--- src/include/drive_ctrl_pkg.sv ---
// shared constants for the start-lock, flash-clear and fieldbus setting block
package drive_ctrl_pkg;
  // parameter addresses on the link
  localparam logic [2:0]  PAR_LOCK_ADDR     = 3'h0;
  localparam logic [2:0]  PAR_ERASE_ADDR    = 3'h1;
  localparam logic [2:0]  PAR_EXT_ADDR      = 3'h2;
  localparam logic [2:0]  PAR_PFE_ADDR      = 3'h3;
  localparam logic [2:0]  PAR_PROG_ADDR     = 3'h4;
  // parameter values
  localparam logic [15:0] LOCK_RESET        = 16'h0000;
  localparam logic [15:0] LOCK_MAX          = 16'h0001;
  localparam logic [15:0] ERASE_KEY         = 16'h25e0;
  localparam logic [15:0] ERASE_MAX         = 16'h270f;
  localparam logic [15:0] EXT_RESET         = 16'h0000;
  localparam logic [15:0] PFE_RESET         = 16'h0000;
  // extended-setting codes
  localparam logic [15:0] EXT_V1_LEGACY     = 16'h0000;
  localparam logic [15:0] EXT_V2_X1         = 16'h0001;
  localparam logic [15:0] EXT_V2_X2         = 16'h000c;
  localparam logic [15:0] EXT_V2_X4         = 16'h000e;
  localparam logic [15:0] EXT_V2_X8         = 16'h0012;
  localparam logic [15:0] EXT_P_V1_X1       = 16'h0064;
  localparam logic [15:0] EXT_P_V2_X2       = 16'h0070;
  localparam logic [15:0] EXT_P_V2_X4       = 16'h0072;
  localparam logic [15:0] EXT_P_V2_X8       = 16'h0076;
  // timing
  localparam int          CLK_KHZ           = 200000;
  localparam int          ERASE_TIME_MS     = 5000;
  localparam int          ERASE_CYCLES      = ERASE_TIME_MS * CLK_KHZ;
  localparam int          REFRESH_MIN_US    = 3500;
  localparam int          REFRESH_MAX_US    = 18000;
  localparam int          REFRESH_MIN_CYC   = REFRESH_MIN_US * (CLK_KHZ / 1000);
  localparam int          REFRESH_MAX_CYC   = REFRESH_MAX_US * (CLK_KHZ / 1000);
  // host wishbone register offsets
  localparam logic [3:0]  REG_PAR_ADDR      = 4'h0;
  localparam logic [3:0]  REG_PAR_DATA      = 4'h4;
  localparam logic [3:0]  REG_CTRL          = 4'h8;
  localparam logic [3:0]  REG_STATUS        = 4'hc;
  // control register bits
  localparam int          CTRL_WRITE_BIT    = 0;
  localparam int          CTRL_READ_BIT     = 1;
  localparam int          CTRL_LINK_BIT     = 2;
  localparam int          CTRL_DRST_BIT     = 3;
endpackage : drive_ctrl_pkg

--- src/include/drive_link_if.sv ---
// link between fieldbus master controller and drive control block
`timescale 1ns/100ps
interface drive_link_if;
  logic        par_req;
  logic        par_we;
  logic [2:0]  par_addr;
  logic [15:0] par_wdata;
  logic        par_ack;
  logic        par_err;
  logic [15:0] par_rdata;
  logic        link_start;
  logic        refresh;
  logic        drive_reset;

  modport host (
    output par_req, par_we, par_addr, par_wdata, link_start, refresh, drive_reset,
    input  par_ack, par_err, par_rdata
  );
  modport device (
    input  par_req, par_we, par_addr, par_wdata, link_start, refresh, drive_reset,
    output par_ack, par_err, par_rdata
  );
endinterface : drive_link_if

--- src/hw/drive_lock_ctrl.sv ---
// drive end: start lock gating, program flash clear and fieldbus setting
`timescale 1ns/100ps
module drive_lock_ctrl #(
  parameter int unsigned ERASE_CYCLES = drive_ctrl_pkg::ERASE_CYCLES,
  parameter int unsigned REFRESH_MAX  = drive_ctrl_pkg::REFRESH_MAX_CYC
) (
  // clock and reset
  input  wire logic       clk_i,
  input  wire logic       rst_i,
  input  wire logic       ce_i,
  // link
  drive_link_if.device    link,
  // pins
  input  wire logic       program_run_key_signal_i,
  input  wire logic       forward_start_input_i,
  input  wire logic       reverse_start_input_i,
  input  wire logic       panel_fwd_start_i,
  input  wire logic       panel_rev_start_i,
  // program and drive stage
  input  wire logic       prog_fwd_start_i,
  input  wire logic       prog_rev_start_i,
  input  wire logic       motor_stopped_i,
  input  wire logic       program_load_i,
  input  wire logic       password_set_i,
  // outputs
  output logic            run_fwd_o,
  output logic            run_rev_o,
  output logic            decel_o,
  output logic            erase_busy_o,
  output logic            flash_erase_o,
  output logic            program_loaded_o,
  output logic            password_present_o,
  output logic            program_function_o,
  output logic            version2_o,
  output logic [1:0]      occupancy_o,
  output logic            link_alive_o
);

  typedef enum logic [3:0] {
    DRV_IDLE  = 4'b0001,
    DRV_FWD   = 4'b0010,
    DRV_REV   = 4'b0100,
    DRV_DECEL = 4'b1000
  } drv_state_t;

  typedef struct packed {
    logic        key_s1;
    logic        key_s2;
    logic        key_d;
    logic [3:0]  pin_s1;
    logic [3:0]  pin_s2;
    drv_state_t  state;
    logic [15:0] lock;
    logic [15:0] pfe;
    logic [15:0] ext_pend;
    logic        pfunc;
    logic        ver2;
    logic [1:0]  occ;
    logic        busy;
    logic [31:0] erase_cnt;
    logic        erase_go;
    logic        prog_ok;
    logic        pw;
    logic        ack;
    logic        err;
    logic [15:0] rdata;
    logic [31:0] wd_cnt;
    logic        alive;
  } dev_state_t;

  dev_state_t s_r;
  dev_state_t s_nxt;

  logic        key_run;
  logic        fwd_req;
  logic        rev_req;
  logic        start_ok;
  logic        operating;
  logic        wr;
  logic        ext_ok;

  always_comb begin
    key_run   = s_r.key_s2;
    fwd_req   = s_r.pin_s2[0] | s_r.pin_s2[2] | prog_fwd_start_i;
    rev_req   = s_r.pin_s2[1] | s_r.pin_s2[3] | prog_rev_start_i;
    start_ok  = (s_r.lock == drive_ctrl_pkg::LOCK_RESET) | key_run;
    operating = s_r.state != DRV_IDLE;
    wr        = link.par_req & ~s_r.ack & link.par_we;
    case (link.par_wdata)
      drive_ctrl_pkg::EXT_V1_LEGACY, drive_ctrl_pkg::EXT_V2_X1, drive_ctrl_pkg::EXT_V2_X2,
      drive_ctrl_pkg::EXT_V2_X4, drive_ctrl_pkg::EXT_V2_X8, drive_ctrl_pkg::EXT_P_V1_X1,
      drive_ctrl_pkg::EXT_P_V2_X2, drive_ctrl_pkg::EXT_P_V2_X4,
      drive_ctrl_pkg::EXT_P_V2_X8: ext_ok = 1'b1;
      default: ext_ok = 1'b0;
    endcase
  end

  always_comb begin
    s_nxt          = s_r;
    s_nxt.erase_go = 1'b0;
    s_nxt.key_s1   = program_run_key_signal_i;
    s_nxt.key_s2   = s_r.key_s1;
    s_nxt.key_d    = s_r.key_s2;
    s_nxt.pin_s1   = {panel_rev_start_i, panel_fwd_start_i, reverse_start_input_i, forward_start_input_i};
    s_nxt.pin_s2   = s_r.pin_s1;

    // drive start and stop
    case (s_r.state)
      DRV_IDLE: begin
        if (start_ok && fwd_req && !rev_req) begin
          s_nxt.state = DRV_FWD;
        end else if (start_ok && rev_req && !fwd_req) begin
          s_nxt.state = DRV_REV;
        end
      end
      DRV_FWD, DRV_REV: begin
        // key drop in mode 1 stops; mode 0 carries on
        if (s_r.lock != drive_ctrl_pkg::LOCK_RESET && s_r.key_d && !key_run) begin
          s_nxt.state = DRV_DECEL;
        end else if ((s_r.state == DRV_FWD) ? !fwd_req : !rev_req) begin
          s_nxt.state = DRV_DECEL;
        end
      end
      DRV_DECEL: begin
        if (motor_stopped_i) begin
          s_nxt.state = DRV_IDLE;
        end
      end
      default: s_nxt.state = DRV_IDLE;
    endcase

    // parameter access
    s_nxt.ack = link.par_req & ~s_r.ack;
    if (link.par_req && !s_r.ack) begin
      s_nxt.err   = 1'b0;
      s_nxt.rdata = 16'h0000;
      case (link.par_addr)
        drive_ctrl_pkg::PAR_LOCK_ADDR: begin
          if (wr) begin
            if (operating || link.par_wdata > drive_ctrl_pkg::LOCK_MAX) begin
              s_nxt.err = 1'b1;
            end else begin
              s_nxt.lock = link.par_wdata;
            end
          end
          s_nxt.rdata = s_r.lock;
        end
        drive_ctrl_pkg::PAR_ERASE_ADDR: begin
          if (wr) begin
            if (link.par_wdata > drive_ctrl_pkg::ERASE_MAX) begin
              s_nxt.err = 1'b1;
            end else if (link.par_wdata == drive_ctrl_pkg::ERASE_KEY && !s_r.busy
                         && s_r.pfe == drive_ctrl_pkg::PFE_RESET) begin
              s_nxt.busy      = 1'b1;
              s_nxt.erase_cnt = 32'h0000_0000;
              s_nxt.erase_go  = 1'b1;
            end
          end
          s_nxt.rdata = 16'h0000;
        end
        drive_ctrl_pkg::PAR_EXT_ADDR: begin
          if (wr) begin
            if (ext_ok) begin
              s_nxt.ext_pend = link.par_wdata;
            end else begin
              s_nxt.err = 1'b1;
            end
          end
          s_nxt.rdata = s_r.ext_pend;
        end
        drive_ctrl_pkg::PAR_PFE_ADDR: begin
          if (wr) begin
            if (link.par_wdata > 16'h0001 || s_r.busy) begin
              s_nxt.err = 1'b1;
            end else begin
              s_nxt.pfe = link.par_wdata;
            end
          end
          s_nxt.rdata = s_r.pfe;
        end
        default: s_nxt.err = 1'b1;
      endcase
    end

    // flash erase timing
    if (s_r.busy) begin
      s_nxt.erase_cnt = s_r.erase_cnt + 32'h0000_0001;
      if (s_r.erase_cnt == 32'(ERASE_CYCLES - 1)) begin
        s_nxt.busy    = 1'b0;
        s_nxt.pw      = 1'b0;
        s_nxt.prog_ok = 1'b0;
      end
    end else begin
      if (program_load_i) begin
        s_nxt.prog_ok = 1'b1;
      end
      if (password_set_i) begin
        s_nxt.pw = 1'b1;
      end
    end

    // setting takes effect on drive reset
    if (link.drive_reset) begin
      s_nxt.pfunc = s_r.ext_pend >= drive_ctrl_pkg::EXT_P_V1_X1;
      s_nxt.ver2  = s_r.ext_pend != drive_ctrl_pkg::EXT_V1_LEGACY
                    && s_r.ext_pend != drive_ctrl_pkg::EXT_P_V1_X1;
      case (s_r.ext_pend)
        drive_ctrl_pkg::EXT_V2_X2, drive_ctrl_pkg::EXT_P_V2_X2: s_nxt.occ = 2'h1;
        drive_ctrl_pkg::EXT_V2_X4, drive_ctrl_pkg::EXT_P_V2_X4: s_nxt.occ = 2'h2;
        drive_ctrl_pkg::EXT_V2_X8, drive_ctrl_pkg::EXT_P_V2_X8: s_nxt.occ = 2'h3;
        default: s_nxt.occ = 2'h0;
      endcase
    end

    // refresh watchdog
    if (!link.link_start || link.refresh) begin
      s_nxt.wd_cnt = 32'h0000_0000;
      s_nxt.alive  = link.link_start & link.refresh;
    end else if (s_r.wd_cnt >= 32'(REFRESH_MAX)) begin
      s_nxt.alive  = 1'b0;
    end else begin
      s_nxt.wd_cnt = s_r.wd_cnt + 32'h0000_0001;
    end
  end

  always_ff @(posedge clk_i) begin
    if (rst_i) begin
      s_r          <= '0;
      s_r.state    <= DRV_IDLE;
      s_r.lock     <= drive_ctrl_pkg::LOCK_RESET;
      s_r.pfe      <= drive_ctrl_pkg::PFE_RESET;
      s_r.ext_pend <= drive_ctrl_pkg::EXT_RESET;
    end else if (ce_i) begin
      s_r <= s_nxt;
    end
  end

  always_comb begin
    link.par_ack       = s_r.ack;
    link.par_err       = s_r.err;
    link.par_rdata     = s_r.rdata;
    run_fwd_o          = s_r.state == DRV_FWD;
    run_rev_o          = s_r.state == DRV_REV;
    decel_o            = s_r.state == DRV_DECEL;
    erase_busy_o       = s_r.busy;
    flash_erase_o      = s_r.erase_go;
    program_loaded_o   = s_r.prog_ok;
    password_present_o = s_r.pw;
    program_function_o = s_r.pfunc;
    version2_o         = s_r.ver2;
    occupancy_o        = s_r.occ;
    link_alive_o       = s_r.alive;
  end

endmodule : drive_lock_ctrl

--- src/flat_wrapper.sv ---
// flat-port wrapper written by rule: the top's interface ports become plain ports
module drive_lock_ctrl_flat 
#(
  parameter int unsigned ERASE_CYCLES = drive_ctrl_pkg::ERASE_CYCLES,
  parameter int unsigned REFRESH_MAX  = drive_ctrl_pkg::REFRESH_MAX_CYC
)
  (clk_i, rst_i, ce_i, program_run_key_signal_i, forward_start_input_i, reverse_start_input_i, panel_fwd_start_i, panel_rev_start_i, prog_fwd_start_i, prog_rev_start_i, motor_stopped_i, program_load_i, password_set_i, run_fwd_o, run_rev_o, decel_o, erase_busy_o, flash_erase_o, program_loaded_o, password_present_o, program_function_o, version2_o, occupancy_o, link_alive_o, link_par_req, link_par_we, link_par_addr, link_par_wdata, link_link_start, link_refresh, link_drive_reset, link_par_ack, link_par_err, link_par_rdata);
  drive_link_if link_i ();
  input  wire logic clk_i;
  input  wire logic rst_i;
  input  wire logic ce_i;
  input  wire logic program_run_key_signal_i;
  input  wire logic forward_start_input_i;
  input  wire logic reverse_start_input_i;
  input  wire logic panel_fwd_start_i;
  input  wire logic panel_rev_start_i;
  input  wire logic prog_fwd_start_i;
  input  wire logic prog_rev_start_i;
  input  wire logic motor_stopped_i;
  input  wire logic program_load_i;
  input  wire logic password_set_i;
  output logic run_fwd_o;
  output logic run_rev_o;
  output logic decel_o;
  output logic erase_busy_o;
  output logic flash_erase_o;
  output logic program_loaded_o;
  output logic password_present_o;
  output logic program_function_o;
  output logic version2_o;
  output logic [1:0] occupancy_o;
  output logic link_alive_o;
  input wire logic [$bits(link_i.par_req)-1:0] link_par_req;
  input wire logic [$bits(link_i.par_we)-1:0] link_par_we;
  input wire logic [$bits(link_i.par_addr)-1:0] link_par_addr;
  input wire logic [$bits(link_i.par_wdata)-1:0] link_par_wdata;
  input wire logic [$bits(link_i.link_start)-1:0] link_link_start;
  input wire logic [$bits(link_i.refresh)-1:0] link_refresh;
  input wire logic [$bits(link_i.drive_reset)-1:0] link_drive_reset;
  output wire logic [$bits(link_i.par_ack)-1:0] link_par_ack;
  output wire logic [$bits(link_i.par_err)-1:0] link_par_err;
  output wire logic [$bits(link_i.par_rdata)-1:0] link_par_rdata;
  assign link_i.par_req = link_par_req;
  assign link_i.par_we = link_par_we;
  assign link_i.par_addr = link_par_addr;
  assign link_i.par_wdata = link_par_wdata;
  assign link_i.link_start = link_link_start;
  assign link_i.refresh = link_refresh;
  assign link_i.drive_reset = link_drive_reset;
  assign link_par_ack = link_i.par_ack;
  assign link_par_err = link_i.par_err;
  assign link_par_rdata = link_i.par_rdata;
  drive_lock_ctrl #(.ERASE_CYCLES(ERASE_CYCLES), .REFRESH_MAX(REFRESH_MAX)) u_core (.clk_i(clk_i), .rst_i(rst_i), .ce_i(ce_i), .link(link_i), .program_run_key_signal_i(program_run_key_signal_i), .forward_start_input_i(forward_start_input_i), .reverse_start_input_i(reverse_start_input_i), .panel_fwd_start_i(panel_fwd_start_i), .panel_rev_start_i(panel_rev_start_i), .prog_fwd_start_i(prog_fwd_start_i), .prog_rev_start_i(prog_rev_start_i), .motor_stopped_i(motor_stopped_i), .program_load_i(program_load_i), .password_set_i(password_set_i), .run_fwd_o(run_fwd_o), .run_rev_o(run_rev_o), .decel_o(decel_o), .erase_busy_o(erase_busy_o), .flash_erase_o(flash_erase_o), .program_loaded_o(program_loaded_o), .password_present_o(password_present_o), .program_function_o(program_function_o), .version2_o(version2_o), .occupancy_o(occupancy_o), .link_alive_o(link_alive_o));
endmodule
--- config.mk ---
export PLATFORM = sky130hd
export DESIGN_NAME = drive_lock_ctrl_flat
export DESIGN_NICKNAME = d
export VERILOG_FILES = /design/src/include/drive_ctrl_pkg.sv /design/src/include/drive_link_if.sv /design/src/hw/drive_lock_ctrl.sv /design/src/flat_wrapper.sv
export SDC_FILE = /design/constraint.sdc
export NUM_CORES = 1
export LEC_CHECK = 0
export BUFFER_PORTS_ARGS = -buffer_cell sky130_fd_sc_hd__buf_2
export CAP_MARGIN = 25
export CORE_MARGIN = 3
export CORE_UTILIZATION = 45
export DETAILED_ROUTE_END_ITERATION = 10
export GPL_TIMING_DRIVEN = 1
export PLACE_DENSITY = 0.66
export SLEW_MARGIN = 5
export SYNTH_ARGS = -nofsm -noshare
export SYNTH_HDL_FRONTEND = slang
export SYNTH_SLANG_ARGS = --single-unit
--- constraint.sdc ---
create_clock -name clk_i -period 2.4 [get_ports clk_i]
set_input_delay 0.36 -clock clk_i [delete_from_list [all_inputs] [get_ports clk_i]]
set_output_delay 0.36 -clock clk_i [all_outputs]
set_load 0.01 [all_outputs]
Word-level counts from Yosys, hierarchy flattened
Cells that the tools add are included.
Operators by class
  eq/ne operators: 31
  magnitude comparators: 4
  multiplexer cells: 33
  $add $sub $neg: 2
  bitwise logic cells: 11
  reductions and logical operators: 48
Operators with widths (count)
  $mux 34: 5
  $eq 16x7->1 const B: 7
  $mux 33: 2
  $add 32x1->32 const B: 2
  $eq 16x4->1 const B: 4
  $logic_not 16->1: 3
  $pmux 16 s3: 1
  $eq 16x5->1 const B: 2
  $eq 32x30->1 const B: 1
  $ge 32x22->1 const B: 1
  $mux 32: 1
  $reduce_bool 16->1: 2
  $mux 4: 5
  $eq 16x1->1 const B: 1
  $eq 16x14->1 const B: 1
  $ge 16x7->1 const B: 1
  $gt 16x1->1 const B: 1
  $gt 16x14->1 const B: 1
  $ne 16x7->1 const B: 1
  $reduce_and 5->1: 3
  $mux 1: 14
  $reduce_bool 2->1: 7
  $pmux 4 s3: 1
  $logic_and 1x1->1: 10
  other kinds (25): 52
Storage, ports and cells
  logic and storage cells: 151
  flip-flop bits (word level): 154
  output and inout port bits: 30
  input port bits: 37

Longest topological paths before layout
  word-level depth: 10
  gate-level depth with buffers: 8
  mapped depth without buffers: 6

Worst setup path before layout
Ideal clock, no wire load.
  path type: register -> register
  start point: register u_core.s_r[139] (netlist name)
  end point: register u_core.s_r[142] (netlist name)
  arrival: 2060 ps
  setup time: 87 ps
  stages on the path, launching flop included: 6
  data required time: 2313 ps
  buffers on the path: 0
  period minus slack after synthesis: 2147 ps
  setup slack: 253 ps
  cells stage by stage: dfxtp_1 > nor4b_1 > a22oi_1 > a22o_1 > or4b_1 > o31ai_1
Between the ends
  word-level cells in the longest chain between the ends: 4
  elaborated cells between the ends (all ways): 11
  classes of those cells: eq/ne (7); mux (2); reduce/logical (2)
Ends and longest elaborated chain
  start, declared: RTL line drive_lock_ctrl.sv:71  | dev_state_t s_r;
  start signal, assigned: RTL line drive_lock_ctrl.sv:234  | s_r <= s_nxt;
  $eq 4x2->1 *
  net run_fwd_o: RTL line flat_wrapper.sv:22  | output logic run_fwd_o;
  $reduce_or 2->1 / $mux 1 (equally long branches): RTL line drive_lock_ctrl.sv:108, drive_lock_ctrl.sv:120
  $ne 3x1->1 (no line)
  $reduce_and 4->1 (no line)
The timed path passes the listed nets; every way through them passes the cells marked *.
A chain may end at the register's enable or synchronous reset.

Worst setup path after layout
  start point: register u_core.s_r[66] (netlist name)
  end point: register u_core.s_r, in the netlist u_core.password_present_o
Between the ends
  word-level cells in the longest chain between the ends: 3
Ends and longest elaborated chain
  $eq 32x30->1: RTL line drive_lock_ctrl.sv:188  | if (s_r.erase_cnt == 32'(ERASE_CYCLES - 1)) begin
  $ne 2x2->1 (no line)
  $reduce_and 3->1 (no line)
No other way between the ends.

==> results.tsv <==
metric	value	unit
synth.area.mux_share	9.05	%
internal-power	4270	uW
grt_antenna_before_repair	0	
synth_area	0.00731	sq mm
synth_seq_cells	154	
outcome	complete, no violations	
clk_latency	420	ps
first_iter_violations	376	
r2r-start	u_core.s_r[66]$_SDFFE_PP0P_	
async_flop_share	0	%
drt-total-wl	17.1	mm
ant_nets	0	
fin_util	55.0	%
grt_setup_unrepaired	false	
synth_top_area_share	42.2	%
hpwl	12.0	mm
die_height	133	um
synthCells	844	
clockRootBuffer	clkbuf_16	
skew	7.56	ps
clock_path_buffers	2	
crit_path_start_kind	register	
synth.avg_cell_area	8.67	sq um
nNetsFinal	957	
drt-wirelength-per-cell	15.0	um
critPathMaxFanout	5	
synth_top_family_by_area	simple AND/OR/NAND/NOR gates	
worst-setup-path-type	register to register	
first_pass_iters	5	
p_sw	1250	uW
worstPathRequired	2700	ps
drive_gt1_share	18.3	%
grt_pass1_wl	28.7	mm
area_delta_synth_final	16.9	%
via_count	6353	
rows	45	
synth_area_leaders	dfxtp_1 (42%), mux2i_1 (6.4%), a21oi_1 (4.4%)	
max_slew_margin	53.3	%
coreArea	0.0155	sq mm
grtUsageTotal	19.5	%
htree_levels	4	
io_pins	67	
swShare	22.6	%
synth_nets	884	
r2r_cells	5	
synth-simple-area-share	29.4	%
multi_input_area	0.00387	sq mm
powerDensity	646	mW/mm^2
initial_core_util	47.1	%
clock_power_share	47.5	%
fin_setup_tns	0	ps
worst_pin_slew	697	ps
finalHoldViolCount	0	
cp.arrival	2540	ps
max_freq	447	MHz
drt-vias-per-instance	5.57	
clkTransAtPathRegs	60	ps
synth_ff_type	dfxtp_1	
nFillCells	1479	
min_period_over_period	93.3	%
grt_pass1_vias	5954	
setup_viol	0	
period_minus_slack	2240	ps
pwr-share-comb	5.5	%
drv_slew	0	
drc	0	
yosys-top-cells-count	dfxtp_1 (154), nor2_1 (76), a21oi_1 (65)	
synthDistinctLibCells	63	
synth_edf_count	0	
r2r_slack	160	ps
fp.dieW	133	um
n_antenna_cell	0	
gp_congestion	0.835	
dieArea	0.0178	sq mm
power_leakage	0.00323	uW
cts_tree	yes	
crit_end	u_core.password_present_o$_SDFFE_PP0P_	
yosysWarnings	0	
cts_sinks	154	
ctsResizeCount	0	
hold_class	input pin to register	
register_area	0.00308	sq mm
crit_start	u_core.s_r[66]$_SDFFE_PP0P_	
vdd_drop_max	0.507	mV
end_kind	register	
grt_max_degree	43	
synth_fa_ha_area_share	0.513	%
p_seq_share	47.0	%
synth_xor_xnor_area_share	0.120	%
cts_setup_buffers	0	
cts_buffers	17	
drv_cap	0	
port_buffers	66	
synth.most_common_cell	dfxtp_1	
synth_top_area_cell	dfxtp_1	
overflow	0	
ys_seq_area_share	42.2	%
r2r-end	u_core.password_present_o$_SDFFE_PP0P_	
synth-compound-area-share	13.8	%
cts_hold_buf	0	
==> registers in the layout, indices dropped and copies added (netlist names), 2 cells and up <==
signal                 count
u_core.s_nxt               5
u_core.occupancy_o         2
u_core.link.par_rdata     16
u_core.s_r               121
==> layout make-up <==
cell class / count / share of cell area (%)
multi-input cells: 613 / 45.3
clock inverters: 11 / 1.42
well taps: 211 / 3.09
repair buffers: 113 / 7.99
flip-flops and latches: 154 / 36.1
inverters: 18 / 0.790
clock buffers: 20 / 5.34
==> layout by cell type (no fill, tap or decap), drive strengths merged, types with 20 or more instances in the layout <==
cell	synthesis	routed
a21oi	65	65
mux2i	47	47
dfxtp	154	154
nand3	29	29
nor2	76	76
buf	31	113
nand2	58	58
a22oi	20	20
clkbuf	28	20
and2	45	45
nand4	22	22
nand2b	40	40
==> worst min-delay path by stage <==
stage / startpoint / endpoint / slack [ps] / cells after the start
2_1_floorplan: u_core.s_r[25]$_SDFFE_PP0P_ / u_core.s_r[25]$_SDFFE_PP0P_ / 430 / 1
3_3_place_gp: u_core.s_r[29]$_SDFFE_PP0P_ / u_core.s_r[29]$_SDFFE_PP0P_ / 440 / 1
3_5_place_dp: u_core.s_r[28]$_SDFFE_PP0P_ / u_core.s_r[28]$_SDFFE_PP0P_ / 450 / 1
4_1_cts: panel_rev_start_i / u_core.s_nxt[146]$_SDFFE_PP0P_ / 160 / 3
5_1_grt: panel_rev_start_i / u_core.s_nxt[146]$_SDFFE_PP0P_ / 170 / 3
6_report: panel_rev_start_i / u_core.s_nxt[146]$_SDFFE_PP0P_ / 180 / 3
==> through the flow <==
stage	hold slack (ps)	total power, uW	area [sq um]	setup slack (ps)	instances
6_report	175	5520	8550	161	1140
4_1_cts	160	5590	8550	156	1140
3_5_place_dp	445	2950	7970	-6.32	1109
5_1_grt	174	5730	8550	32.6	1140
3_3_place_gp	443	2950	7970	73.2	1109
2_1_floorplan	430	2830	7310	253	844
==> power by group through the flow <==
stage                     registers, uW  logic, uW  clock network [uW]
after global placement             2650        300                   0
after global routing               2600        337                2800
after floorplan                    2650        179                   0
after CTS                          2590        304                2690
after detailed placement           2650        303                   0
final                              2600        302                2630
==> logic make-up after synthesis <==
kind of cell,Yosys count
AOI/OAI and AO/OA,158
buffers and inverters,77
muxes,64
xor gates and xnor gates,1
DFF,154
adders and majority gates,3
and+or+nand+nor,387
==> worst max-delay path, cell delays in order, from the launching register on <==
cell	delay, ps
dfxtp_1	340
or4b_1	520
or4_1	510
or4_4	540
a21oi_1	160
nor2_1	50
==> metal layers <==
layer  vias to the layer above  track usage [%]  part of all wire [%]
li1                       3200                -                     -
met2                       126             31.5                    48
met4                         0             6.86                   1.3
met3                        18             3.21                   3.7
met5                         -                0                     0
met1                      3009             26.6                    47
Power figures use the tool's default switching activity.
